==> config.mk <==
export PLATFORM = sky130hd
export DESIGN_NAME = adc_dev_flat
export DESIGN_NICKNAME = d
export VERILOG_FILES = /design/src/adc_pkg.sv /design/src/adc_link_if.sv /design/src/adc_dev.sv /design/src/flat_wrapper.sv
export VERILOG_INCLUDE_DIRS = /design/src
export SDC_FILE = /design/constraint.sdc
export NUM_CORES = 1
export LEC_CHECK = 0
export BUFFER_PORTS_ARGS = -buffer_cell sky130_fd_sc_hd__buf_2
export CAP_MARGIN = 20
export CORE_UTILIZATION = 42
export CTS_CLUSTER_DIAMETER = 60
export DETAILED_ROUTE_END_ITERATION = 7
export PLACE_DENSITY_LB_ADDON = 0.25
export SYNTH_ARGS = -nofsm -noshare
export SYNTH_HDL_FRONTEND = slang
export SYNTH_SLANG_ARGS = --single-unit
==> constraint.sdc <==
create_clock -name clk -period 57.7 [get_ports clk]
set_input_delay 5.77 -clock clk [delete_from_list [all_inputs] [get_ports clk]]
set_output_delay 5.77 -clock clk [all_outputs]
set_load 0.02 [all_outputs]
==> src/adc_map.svh <==
/*
 * Timing figures and code limits of the two-step converter link.
 * Assumes a 125 MHz system clock on both ends of the link.
 */
`ifndef ADC_MAP_SVH
`define ADC_MAP_SVH

// System clock period.
`define ADC_CLK_PERIOD_NS 8

// Converter clock phase times, in ns.
`define ADC_T_LOW_MIN_NS  125
`define ADC_T_LOW_TYP_NS  250
`define ADC_T_HIGH_TYP_NS 250
// Aperture delay from the rising converter clock to the sampling instant.
`define ADC_T_AP_NS       8
// Multiplexer address setup and write pulse width.
`define ADC_T_AS_NS       80
`define ADC_T_WR_NS       40

// Least times round up to whole cycles.
`define ADC_CYC_UP(ns) (((ns) + `ADC_CLK_PERIOD_NS - 1) / `ADC_CLK_PERIOD_NS)

`define ADC_LOW_MIN_CYC  `ADC_CYC_UP(`ADC_T_LOW_MIN_NS)
`define ADC_LOW_TYP_CYC  `ADC_CYC_UP(`ADC_T_LOW_TYP_NS)
`define ADC_HIGH_TYP_CYC `ADC_CYC_UP(`ADC_T_HIGH_TYP_NS)
`define ADC_AP_CYC       `ADC_CYC_UP(`ADC_T_AP_NS)
`define ADC_AS_CYC       `ADC_CYC_UP(`ADC_T_AS_NS)
`define ADC_WR_CYC       `ADC_CYC_UP(`ADC_T_WR_NS)

// Code space and field positions of the result word.
`define ADC_NUM_CODES    1024
`define ADC_CODE_BITS    10
`define ADC_CODE_MAX     10'h3FF
`define ADC_COARSE_LSB   5
`define ADC_NUM_CHANNELS 8

`endif

==> src/adc_pkg.sv <==
/*
 * Types shared by both ends of the converter link.
 * Assumes adc_map.svh is on the include path.
 */
`default_nettype none
`include "adc_map.svh"

package adc_pkg;

   // Digital stand-in for an analog level: 0 is ground, 12'hFFF is full supply.
   typedef logic [11:0] adc_level_t;
   typedef logic [9:0]  adc_code_t;
   typedef logic [4:0]  adc_half_t;
   typedef logic [2:0]  adc_chan_t;
   typedef logic [5:0]  adc_count_t;

   typedef enum logic [2:0] {
      HOST_IDLE,
      HOST_SETUP,
      HOST_WRITE,
      HOST_LOW,
      HOST_HIGH
   } adc_host_state_t;

   // Book-keeping for one sample on its way through the converter pipeline.
   typedef struct packed {
      logic      valid;
      logic      discard;
      adc_chan_t chan;
   } adc_tag_t;

endpackage

`default_nettype wire

==> src/adc_link_if.sv <==
/*
 * Pins between the converter and the processor that drives it.
 * Assumes both ends run from the same system clock; the pins are still
 * treated as asynchronous by each receiver.
 */
`timescale 1ns/1ps
`default_nettype none

interface adc_link_if;
   import adc_pkg::*;

   logic      conv_clk;
   logic      channel_select_bit2;
   logic      channel_select_bit1;
   logic      channel_select_bit0;
   logic      wr_n;
   adc_code_t data;
   logic      overflow;

   modport dev (
      input  conv_clk,
      input  channel_select_bit2,
      input  channel_select_bit1,
      input  channel_select_bit0,
      input  wr_n,
      output data,
      output overflow
   );

   modport host (
      output conv_clk,
      output channel_select_bit2,
      output channel_select_bit1,
      output channel_select_bit0,
      output wr_n,
      input  data,
      input  overflow
   );
endinterface

`default_nettype wire

==> src/adc_dev.sv <==
/*
 * Digital side of a 10-bit two-step converter with an 8-way input
 * multiplexer. Analog levels arrive as 12-bit words on the user side.
 * Assumes the converter clock, the write strobe and the address pins come
 * from the far end without timing relation to clk; all pass two flip-flops.
 */
`timescale 1ns/1ps
`default_nettype none
`include "adc_map.svh"

// Functional notes
// RULE_01 - Quantise into 1024 evenly spaced codes.
// RULE_02 - Overflow bit generated beside ten data bits.
// RULE_03 - Conversion synchronous, done within two periods.
// RULE_04 - Clock high balances, clock low samples.
// RULE_05 - Rising edge plus aperture delay samples.
// RULE_06 - Coarse picks subrange, fine resolves next high.
// RULE_07 - Host discards result when ladder moves.
// RULE_08 - Discarded sample may use minimum low time.
// RULE_09 - Overflow at positive reference, data untouched.
// RULE_10 - Out of range clamps to zero or full.
// RULE_11 - Host may use any legal duty cycle.
// RULE_12 - Continuous or pulsed clock; idle stays balanced.
// RULE_13 - Host-selected one of eight inputs converted.
// RULE_14 - Code is 1024 times input over span.
// RULE_15 - Data valid one and a half cycles later.
// RULE_16 - Host writes address with low write strobe.
// RULE_17 - Data and overflow held in register stage.
module adc_dev
   import adc_pkg::*;
(
   // System
   input  wire logic                  clk,
   input  wire logic                  rst,
   // Link
   adc_link_if.dev                    link,
   // Analog side
   input  wire logic [7:0][11:0]      ain,
   input  wire adc_level_t            vref_pos,
   input  wire adc_level_t            vref_neg,
   // Status
   output logic [2:0]                 active_chan,
   output logic                       data_update
);

   ////////////////////////////////////////////////////////////////////////
   // State

   typedef struct packed {
      logic       clk_s1;
      logic       clk_s2;
      logic       clk_d;
      logic       wr_s1;
      logic       wr_s2;
      logic       wr_d;
      adc_chan_t  sel_s1;
      adc_chan_t  sel_s2;
      adc_chan_t  chan;
      adc_count_t ap_cnt;
      logic       ap_busy;
      adc_level_t held;
      logic       held_v;
      adc_half_t  coarse;
      logic       coarse_ovf;
      adc_code_t  stage1;
      logic       stage1_ovf;
      logic       stage1_v;
      adc_code_t  stage2;
      logic       stage2_ovf;
      logic       stage2_v;
      adc_code_t  dout;
      logic       ovf_out;
      logic       upd;
   } adc_dev_state_t;

   // The link clock idles high, which is the balance phase.
   localparam adc_dev_state_t RESET_STATE = '{
      clk_s1:     1'b1,
      clk_s2:     1'b1,
      clk_d:      1'b1,
      wr_s1:      1'b1,
      wr_s2:      1'b1,
      wr_d:       1'b1,
      default:    '0
   };

   adc_dev_state_t st_reg;
   adc_dev_state_t st_next;

   ////////////////////////////////////////////////////////////////////////
   // Conversion arithmetic

   // Full ten-bit conversion of one level against the given references.
   function automatic adc_code_t adc_convert(input adc_level_t vin,
                                             input adc_level_t vpos,
                                             input adc_level_t vneg);
      logic [11:0] span;
      logic [21:0] num;
      logic [21:0] quot;
      span = vpos - vneg;
      num  = '0;
      quot = '0;
      if (vin <= vneg || vpos <= vneg) begin
         adc_convert = '0;                                      // RULE_10
      end else begin
         num  = {vin - vneg, 10'h000};                          // RULE_14
         quot = num / {10'h000, span};                          // RULE_01
         if (quot >= 22'(`ADC_NUM_CODES)) begin
            adc_convert = `ADC_CODE_MAX;                        // RULE_10
         end else begin
            adc_convert = quot[9:0];
         end
      end
   endfunction

   // The overflow flag is a comparison of its own and never feeds the code.
   function automatic logic adc_overflow(input adc_level_t vin,
                                         input adc_level_t vpos);
      adc_overflow = (vin >= vpos);                             // RULE_09
   endfunction

   ////////////////////////////////////////////////////////////////////////
   // Next state

   logic      clk_rise;
   logic      clk_fall;
   logic      wr_rise;
   adc_code_t fine_full;
   adc_code_t coarse_full;
   adc_half_t fine;

   always_comb begin
      st_next = st_reg;

      // Two-stage synchronisers for every pin from the far end.
      st_next.clk_s1 = link.conv_clk;
      st_next.clk_s2 = st_reg.clk_s1;
      st_next.clk_d  = st_reg.clk_s2;
      st_next.wr_s1  = link.wr_n;
      st_next.wr_s2  = st_reg.wr_s1;
      st_next.wr_d   = st_reg.wr_s2;
      st_next.sel_s1 = {link.channel_select_bit2,
                        link.channel_select_bit1,
                        link.channel_select_bit0};
      st_next.sel_s2 = st_reg.sel_s1;

      clk_rise = st_reg.clk_s2 & ~st_reg.clk_d;                 // RULE_04
      clk_fall = ~st_reg.clk_s2 & st_reg.clk_d;                 // RULE_04
      wr_rise  = st_reg.wr_s2 & ~st_reg.wr_d;
      coarse_full = adc_convert(ain[st_reg.chan], vref_pos, vref_neg);

      // The address is taken at the end of the write pulse; the far end
      // holds it through that edge, so the synchronised copy is settled.
      if (wr_rise) begin
         st_next.chan = st_reg.sel_s2;                          // RULE_13
      end

      st_next.upd = 1'b0;

      // Aperture delay: the rising edge starts a short count and the
      // sample is taken when it runs out.
      if (clk_rise) begin
         st_next.ap_busy = 1'b1;                                // RULE_05
         st_next.ap_cnt  = adc_count_t'(`ADC_AP_CYC);
         // Second register of the output pipe.
         st_next.stage2     = st_reg.stage1;                    // RULE_15
         st_next.stage2_ovf = st_reg.stage1_ovf;
         st_next.stage2_v   = st_reg.stage1_v;
         st_next.stage1_v   = 1'b0;
      end else if (st_reg.ap_busy) begin
         if (st_reg.ap_cnt <= adc_count_t'(1)) begin
            st_next.ap_busy = 1'b0;
            // Sampling instant: coarse pass and overflow against the
            // ladder as it stands now.
            st_next.held = ain[st_reg.chan];                    // RULE_13
            st_next.held_v = 1'b1;
            st_next.coarse = coarse_full[9:`ADC_COARSE_LSB];    // RULE_06
            st_next.coarse_ovf = adc_overflow(ain[st_reg.chan],
                                              vref_pos);        // RULE_02
         end else begin
            st_next.ap_cnt = st_reg.ap_cnt - adc_count_t'(1);
         end
      end

      // Fine pass: runs against the ladder during the balance phase that
      // follows the sample and is resolved inside the chosen subrange.
      // A ladder that moved in between pushes the fine pass to a subrange
      // edge, which is why the far end drops such results.
      fine_full = adc_convert(st_reg.held, vref_pos, vref_neg);
      if (fine_full[9:`ADC_COARSE_LSB] == st_reg.coarse) begin
         fine = fine_full[4:0];                                 // RULE_06
      end else if (fine_full[9:`ADC_COARSE_LSB] > st_reg.coarse) begin
         fine = 5'h1F;
      end else begin
         fine = 5'h00;
      end

      // The falling edge closes the balance phase. It loads the output
      // register from the second stage and the first stage from the
      // fine pass, so a sample taken on one rising edge reaches the pins
      // at the falling edge of the following period.
      if (clk_fall) begin
         if (st_reg.stage2_v) begin
            st_next.dout    = st_reg.stage2;                    // RULE_17
            st_next.ovf_out = st_reg.stage2_ovf;                // RULE_09
            st_next.upd     = 1'b1;                             // RULE_03
         end
         st_next.stage2_v = 1'b0;
         if (st_reg.held_v && !st_reg.ap_busy) begin
            st_next.stage1     = {st_reg.coarse, fine};         // RULE_06
            st_next.stage1_ovf = st_reg.coarse_ovf;
            st_next.stage1_v   = 1'b1;
            st_next.held_v     = 1'b0;
         end
      end
      // With the clock parked high nothing above moves, so a pulsed clock
      // finds the converter balanced and ready for the next low phase.
   end                                                          // RULE_12

   ////////////////////////////////////////////////////////////////////////
   // Registers

   always_ff @(posedge clk or posedge rst) begin
      if (rst) begin
         st_reg <= RESET_STATE;
      end else begin
         st_reg <= st_next;
      end
   end

   ////////////////////////////////////////////////////////////////////////
   // Outputs

   assign link.data     = st_reg.dout;                          // RULE_17
   assign link.overflow = st_reg.ovf_out;
   assign active_chan   = st_reg.chan;
   assign data_update   = st_reg.upd;

endmodule

`default_nettype wire

==> src/flat_wrapper.sv <==
// flat-port wrapper written by rule: the top's interface ports become plain ports
module adc_dev_flat import adc_pkg::*;
  (clk, rst, ain, vref_pos, vref_neg, active_chan, data_update, link_conv_clk, link_channel_select_bit2, link_channel_select_bit1, link_channel_select_bit0, link_wr_n, link_data, link_overflow);
  adc_link_if link_i ();
  input  wire logic clk;
  input  wire logic rst;
  input  wire logic [7:0][11:0] ain;
  input  wire adc_level_t vref_pos;
  input  wire adc_level_t vref_neg;
  output logic [2:0] active_chan;
  output logic data_update;
  input wire logic [$bits(link_i.conv_clk)-1:0] link_conv_clk;
  input wire logic [$bits(link_i.channel_select_bit2)-1:0] link_channel_select_bit2;
  input wire logic [$bits(link_i.channel_select_bit1)-1:0] link_channel_select_bit1;
  input wire logic [$bits(link_i.channel_select_bit0)-1:0] link_channel_select_bit0;
  input wire logic [$bits(link_i.wr_n)-1:0] link_wr_n;
  output wire logic [$bits(link_i.data)-1:0] link_data;
  output wire logic [$bits(link_i.overflow)-1:0] link_overflow;
  assign link_i.conv_clk = link_conv_clk;
  assign link_i.channel_select_bit2 = link_channel_select_bit2;
  assign link_i.channel_select_bit1 = link_channel_select_bit1;
  assign link_i.channel_select_bit0 = link_channel_select_bit0;
  assign link_i.wr_n = link_wr_n;
  assign link_data = link_i.data;
  assign link_overflow = link_i.overflow;
  adc_dev u_core (.clk(clk), .rst(rst), .link(link_i), .ain(ain), .vref_pos(vref_pos), .vref_neg(vref_neg), .active_chan(active_chan), .data_update(data_update));
endmodule
Yosys cells after proc, flatten, opt, wreduce, memory -nomap -nowiden
Cells that the tools add are included.

Input bits: 127. ROM bits: 0. Memories: 0. Memory bits (writable): 0. Bits in registers: 77. Bits in latches: 0. Logic and storage cells: 78.

Div/mod/pow operators: 2. Eq/ne operators: 2. Reduce and logical (&&, ||, !) cells: 10. Order comparisons: 9. Add/sub/neg operators: 4. Bitwise operators: 7. Multiply operators: 0. Shifts and indexed selects: 0. Muxes and demuxes: 20.

Operator list (number): $div 22x12->22 (2); $ge 22x11->1 const B (2); $mux 10 (4); $bmux 12 s3 (1); $le 12x12->1 (3); $sub 12x12->12 (3); $mux 13 (2); $mux 26 (1); $mux 12 (2); $mux 20 (1); $mux 7 (2); $ge 12x12->1 (1); $mux 5 (2); $le 6x1->1 const B (1); $mux 6 (1); $reduce_and 2->1 (3); $sub 6x1->6 const B (1); $eq 5x5->1 (1); $gt 5x5->1 (1); $lt 3x4->1 const B (1); $mux 1 (4); $not 1->1 (4); $reduce_bool 2->1 (2); $and 1x1->1 (3); 5 further kinds (6).

Logic depth before layout (Yosys ltp)
Depth after elaboration: 12. Depth in mapped cells: 288.

Worst setup path after synthesis
No wires, ideal clock.

Path type: input -> register. From: input vref_pos[0]. To: register u_core.st_reg[26] (netlist bit). Cell stages on the path: 272. Data arrival time: 55.570 ns. Setup time: 0.131 ns. Path buffers: 15. Data required time: 57.569 ns. Setup slack: 1.999 ns. Path through: inv_1 -> ha_1 -> fa_1 -> nor2b_1 -> o31a_1 -> a21o_1 -> o21ai_0 -> a2111oi_1 -> nand2_1 -> buf_2 -> nor2_1 -> a21oi_1 -> ha_1 -> o21a_1 -> nor2_1 -> inv_1 -> nand2_1 -> o41a_1 -> [236 not listed] -> o21a_1 -> o21ai_0 -> nand2b_1 -> inv_1 -> o221ai_2 -> nor3_4 -> nand2_1 -> mux2_1 -> ha_1 -> a21oi_1 -> nor2b_1 -> o21ai_0 -> nand2_1 -> a2111oi_0 -> nand3_1 -> a21oi_1 -> and3_1 -> a31oi_1.

Cells in the longest elaborated chain, start to end: 8. Elaborated cells on any way between the ends: 11. Those cells by class: add/sub (1); div (1); order compare (3); eq/ne (1); mux (4); reduce/logical (1).

Ends and longest elaborated chain: start: declaration (RTL line flat_wrapper.sv:8) `input wire adc_level_t vref_pos;`; $sub 12x12->12 (RTL line adc_dev.sv:100) `span = vpos - vneg;`; $div 22x12->22 (RTL line adc_dev.sv:107) `quot = num / {10'h000, span};`; $ge 22x11->1 (RTL line adc_dev.sv:108) `` if (quot >= 22'(`ADC_NUM_CODES)) begin ``; $mux 10 (RTL line adc_dev.sv:108); $mux 10 (*) (RTL line adc_dev.sv:103) `if (vin <= vneg || vpos <= vneg) begin`; $gt 5x5->1 (RTL line adc_dev.sv:192) `` end else if (fine_full[9:`ADC_COARSE_LSB] > st_reg.coarse) begin ``; $mux 5 (RTL line adc_dev.sv:192); $mux 5 (*) (RTL line adc_dev.sv:190) `` if (fine_full[9:`ADC_COARSE_LSB] == st_reg.coarse) begin ``; end signal: assignment (RTL line adc_dev.sv:227) `st_reg <= st_next;`; end: declaration (RTL line adc_dev.sv:87) `adc_dev_state_t st_reg;`.

Every way passes the cells marked *; elsewhere a longest branch is shown, timed or not. A chain may end at the register's enable or synchronous reset.

Worst setup path in the final report
From: input vref_neg[5]. To: register u_core.st_reg[26] (netlist bit).

Cells in the longest elaborated chain, start to end: 8. Elaborated cells on any way between the ends: 13. Those cells by class: add/sub (2); div (1); order compare (4); eq/ne (1); mux (4); reduce/logical (1).

Ends and longest elaborated chain: start: declaration (RTL line flat_wrapper.sv:9) `input wire adc_level_t vref_neg;`; $sub 12x12->12 (on tied branches) (RTL line adc_dev.sv:106, adc_dev.sv:100); $div 22x12->22 (RTL line adc_dev.sv:107); $ge 22x11->1 (RTL line adc_dev.sv:108); $mux 10 (RTL line adc_dev.sv:108); $mux 10 (*) (RTL line adc_dev.sv:103); $gt 5x5->1 (RTL line adc_dev.sv:192); $mux 5 (RTL line adc_dev.sv:192); $mux 5 (*) (RTL line adc_dev.sv:190).

Marked as above.

==> impl_metrics.ini <==
[global_route]
grt_use_total_pct = 24.72
antenna_found_initial = 0
grt_pass1_wl_um = 121700
grt_pass1_vias = 23050
grt_max_degree = 78
grt_remaining_overflow = 0

[floorplan]
start_util_pct = 42.53
design.core.area_um2 = 57700
row_count = 88
die_y_um = 243.7
die_area_um2 = 59390
die_x_um = 243.7
num_io_pins = 142

[timing]
drv_slew = 0
slew_headroom_pct = 31.09
worst_slew_pin_slew_ns = 1.026
post-route-period-util_pct = 93.45
period_minus_slack_ns = 53.92
fin_tns_setup_ns = 0
skew_ns = 0.009003
finalHoldViolCount = 0
setup_viol = 0
fmax_mhz = 18.55

[clocking]
root_buffer = clkbuf_16
cts.sinks = 77
ctsHoldBuffers = 0
path_clk_slew_ns = 0.06
clk_latency_ns = 0.33
max-clock-path-buffers = 2
h-tree-depth = 3
cts_tree = done
cts_buffers = 9

[placed_design]
gp_congestion = 0.9340
place_hpwl_um = 60880
io_buffer_count = 141
post_dp_cell_area_um2 = 26320

[final_layout]
final_common_cell = ha_1
diodes = 0
layout_common_cells = ha_1 (379), nor2_1 (314), nand2_1 (268), a21oi_1 (254), o21ai_0 (182)
fin_nets = 3966
drive_gt1_share_pct = 15.64
design_area_um2 = 27120
syn2layout_area_growth_pct = 10.52
largest_reg_flops = 55

[yosys]
synthArstFlopShare_pct = 100.0
synth_seq_cells = 77
synth.avg_cell_area_um2 = 7.404
synthCells = 3314
syn_area_um2 = 24540
synth-seq-area-share_pct = 7.883
yosysWarningCount = 0
synthDistinctLibCells = 108
ys.flop_type = dfrtp_1
synth_fp_nets = 3827
synth_edf_count = 0

[job]
cap_violations = 0

[worst_hold_path]
hold_path.class = reg -> reg
hold_depth = 0

[setup_path]
cpPeakStageDelay_ns = 0.53
worst_ep_required_time_ns = 57.91
path_depth = 270
worstRegToRegCells = 268
r2r_setup_slack_ns = 9.24
cp-end-kind = flip-flop
crit_family = compound AO/OA/AOI/OAI gates
criticalPathCategory = in -> reg
worstPathMaxFanout = 22
start_kind = input port
arrival_ns = 54.13
cp_common_cell = nor2_1
critPathBufInv = 17
crit_path_top_delay_cell = or4_1

[detailed_routing]
wl_per_cell_um = 18.26
drt_pass1_iterations = 6
detail-route-antenna-nets = 0
detail_route.vias_per_cell = 5.974
dr.first_iter.drc_count = 1896
drc = 0
vias = 25230
routed_wl_um = 77130

[status]
status = finished clean
layout make-up:
class | count | area (µm²)
Fill cell | 5813 | 30580
Multi-Input combinational cell | 2967 | 21900
Sequential cell | 77 | 1934
Timing Repair Buffer | 227 | 1363
Tap cell | 765 | 957.2
Inverter | 171 | 643.1
Clock buffer | 9 | 225.2
Clock inverter | 7 | 96.34
repair_timing:
item                                    in CTS  in global routing
resized for setup                            3                 79
endpoints found under the setup margin       1                  3
endpoints found under the hold margin        0                  0
buffers inserted                             0                 19
pin swaps                                    0                 16
cell usage after synthesis, drive strengths merged (8+ instances only):
master	instances	area share [%]
o211ai	39	1.2
and3	21	0.54
nor3	154	3.3
mux2	126	5.8
nor3b	8	0.24
o31a	12	0.43
or3	38	0.99
inv	169	2.6
ha	381	19
nand4	52	1.3
nor4	16	0.43
nand2b	43	1.1
o22ai	15	0.38
a21oi	263	5.4
a21o	81	2.5
buf	33	0.81
o21ai	210	4.3
dfrtp	71	7.2
xor2	51	1.8
a31oi	26	0.69
or2	29	0.74
nand3	61	1.3
a21boi	22	0.73
xnor2	133	4.7
nor2	325	5.0
mux2i	28	1.1
o21bai	49	1.5
a31o	9	0.32
o21a	153	4.7
nor2b	46	1.2
clkbuf	66	1.0
a211o	10	0.36
mux4	24	2.2
and2	34	0.87
or4	12	0.37
o31ai	42	1.3
nand2	273	4.2
a211oi	36	1.3
stage by stage:
| step | utilization [%] | worst slack (ns) | hold slack [ns] | cells |
|---|---|---|---|---|
| 2_1_floorplan | - | 1.999 | 0.3312 | 3314 |
| 3_3_place_gp | 45.62 | 0.7697 | 0.3365 | 4187 |
| 3_5_place_dp | 45.62 | -0.6119 | 0.3426 | 4187 |
| 4_1_cts | 46.20 | 0.005535 | 0.3538 | 4203 |
| 5_1_grt | 47.00 | -0.2136 | 0.3570 | 4223 |
| 6_report | 47.00 | 3.781 | 0.3527 | 4223 |
path summary, 6_finish.rpt:
| check | start | to |
|---|---|---|
| worst max-delay path | vref_neg[5] | u_core.st_reg[26]$_DFFE_PP0P_ |
| worst min-delay path | u_core.st_next[72]$_DFF_PP1_ | u_core.st_next[71]$_DFF_PP1_ |
| worst max register to register | u_core.st_reg[44]$_DFFE_PP0P_ | u_core.st_reg[26]$_DFFE_PP0P_ |
| worst min register to register | u_core.st_next[72]$_DFF_PP1_ | u_core.st_next[71]$_DFF_PP1_ |
| max in group asynchronous | rst | u_core.st_reg[56]$_DFFE_PP0P_ |
| min in group asynchronous | rst | u_core.active_chan[0]$_DFFE_PP0P_ |
routing by layer:
| layer | wire length (µm) | track usage [%] |
|---|---|---|
| met5 | 0 | 0 |
| met4 | 1289 | 4.761 |
| met2 | 33780 | 39.76 |
| met3 | 4967 | 2.611 |
| met1 | 37100 | 35.43 |
cell families after synthesis:
logic type	after synthesis	share of synthesized area, %
flip-flops	77	7.883
multiplexers	178	9.143
buffers and inverters	270	4.431
XOR/XNOR	184	6.568
adder cells (fa/ha/maj)	386	19.84
AO/OA/AOI/OAI	1081	29.62
AND/OR/NAND/NOR	1138	22.52
Power is not shown: default switching activity piles up to over one toggle a cycle in this logic, so the estimate is an artifact.
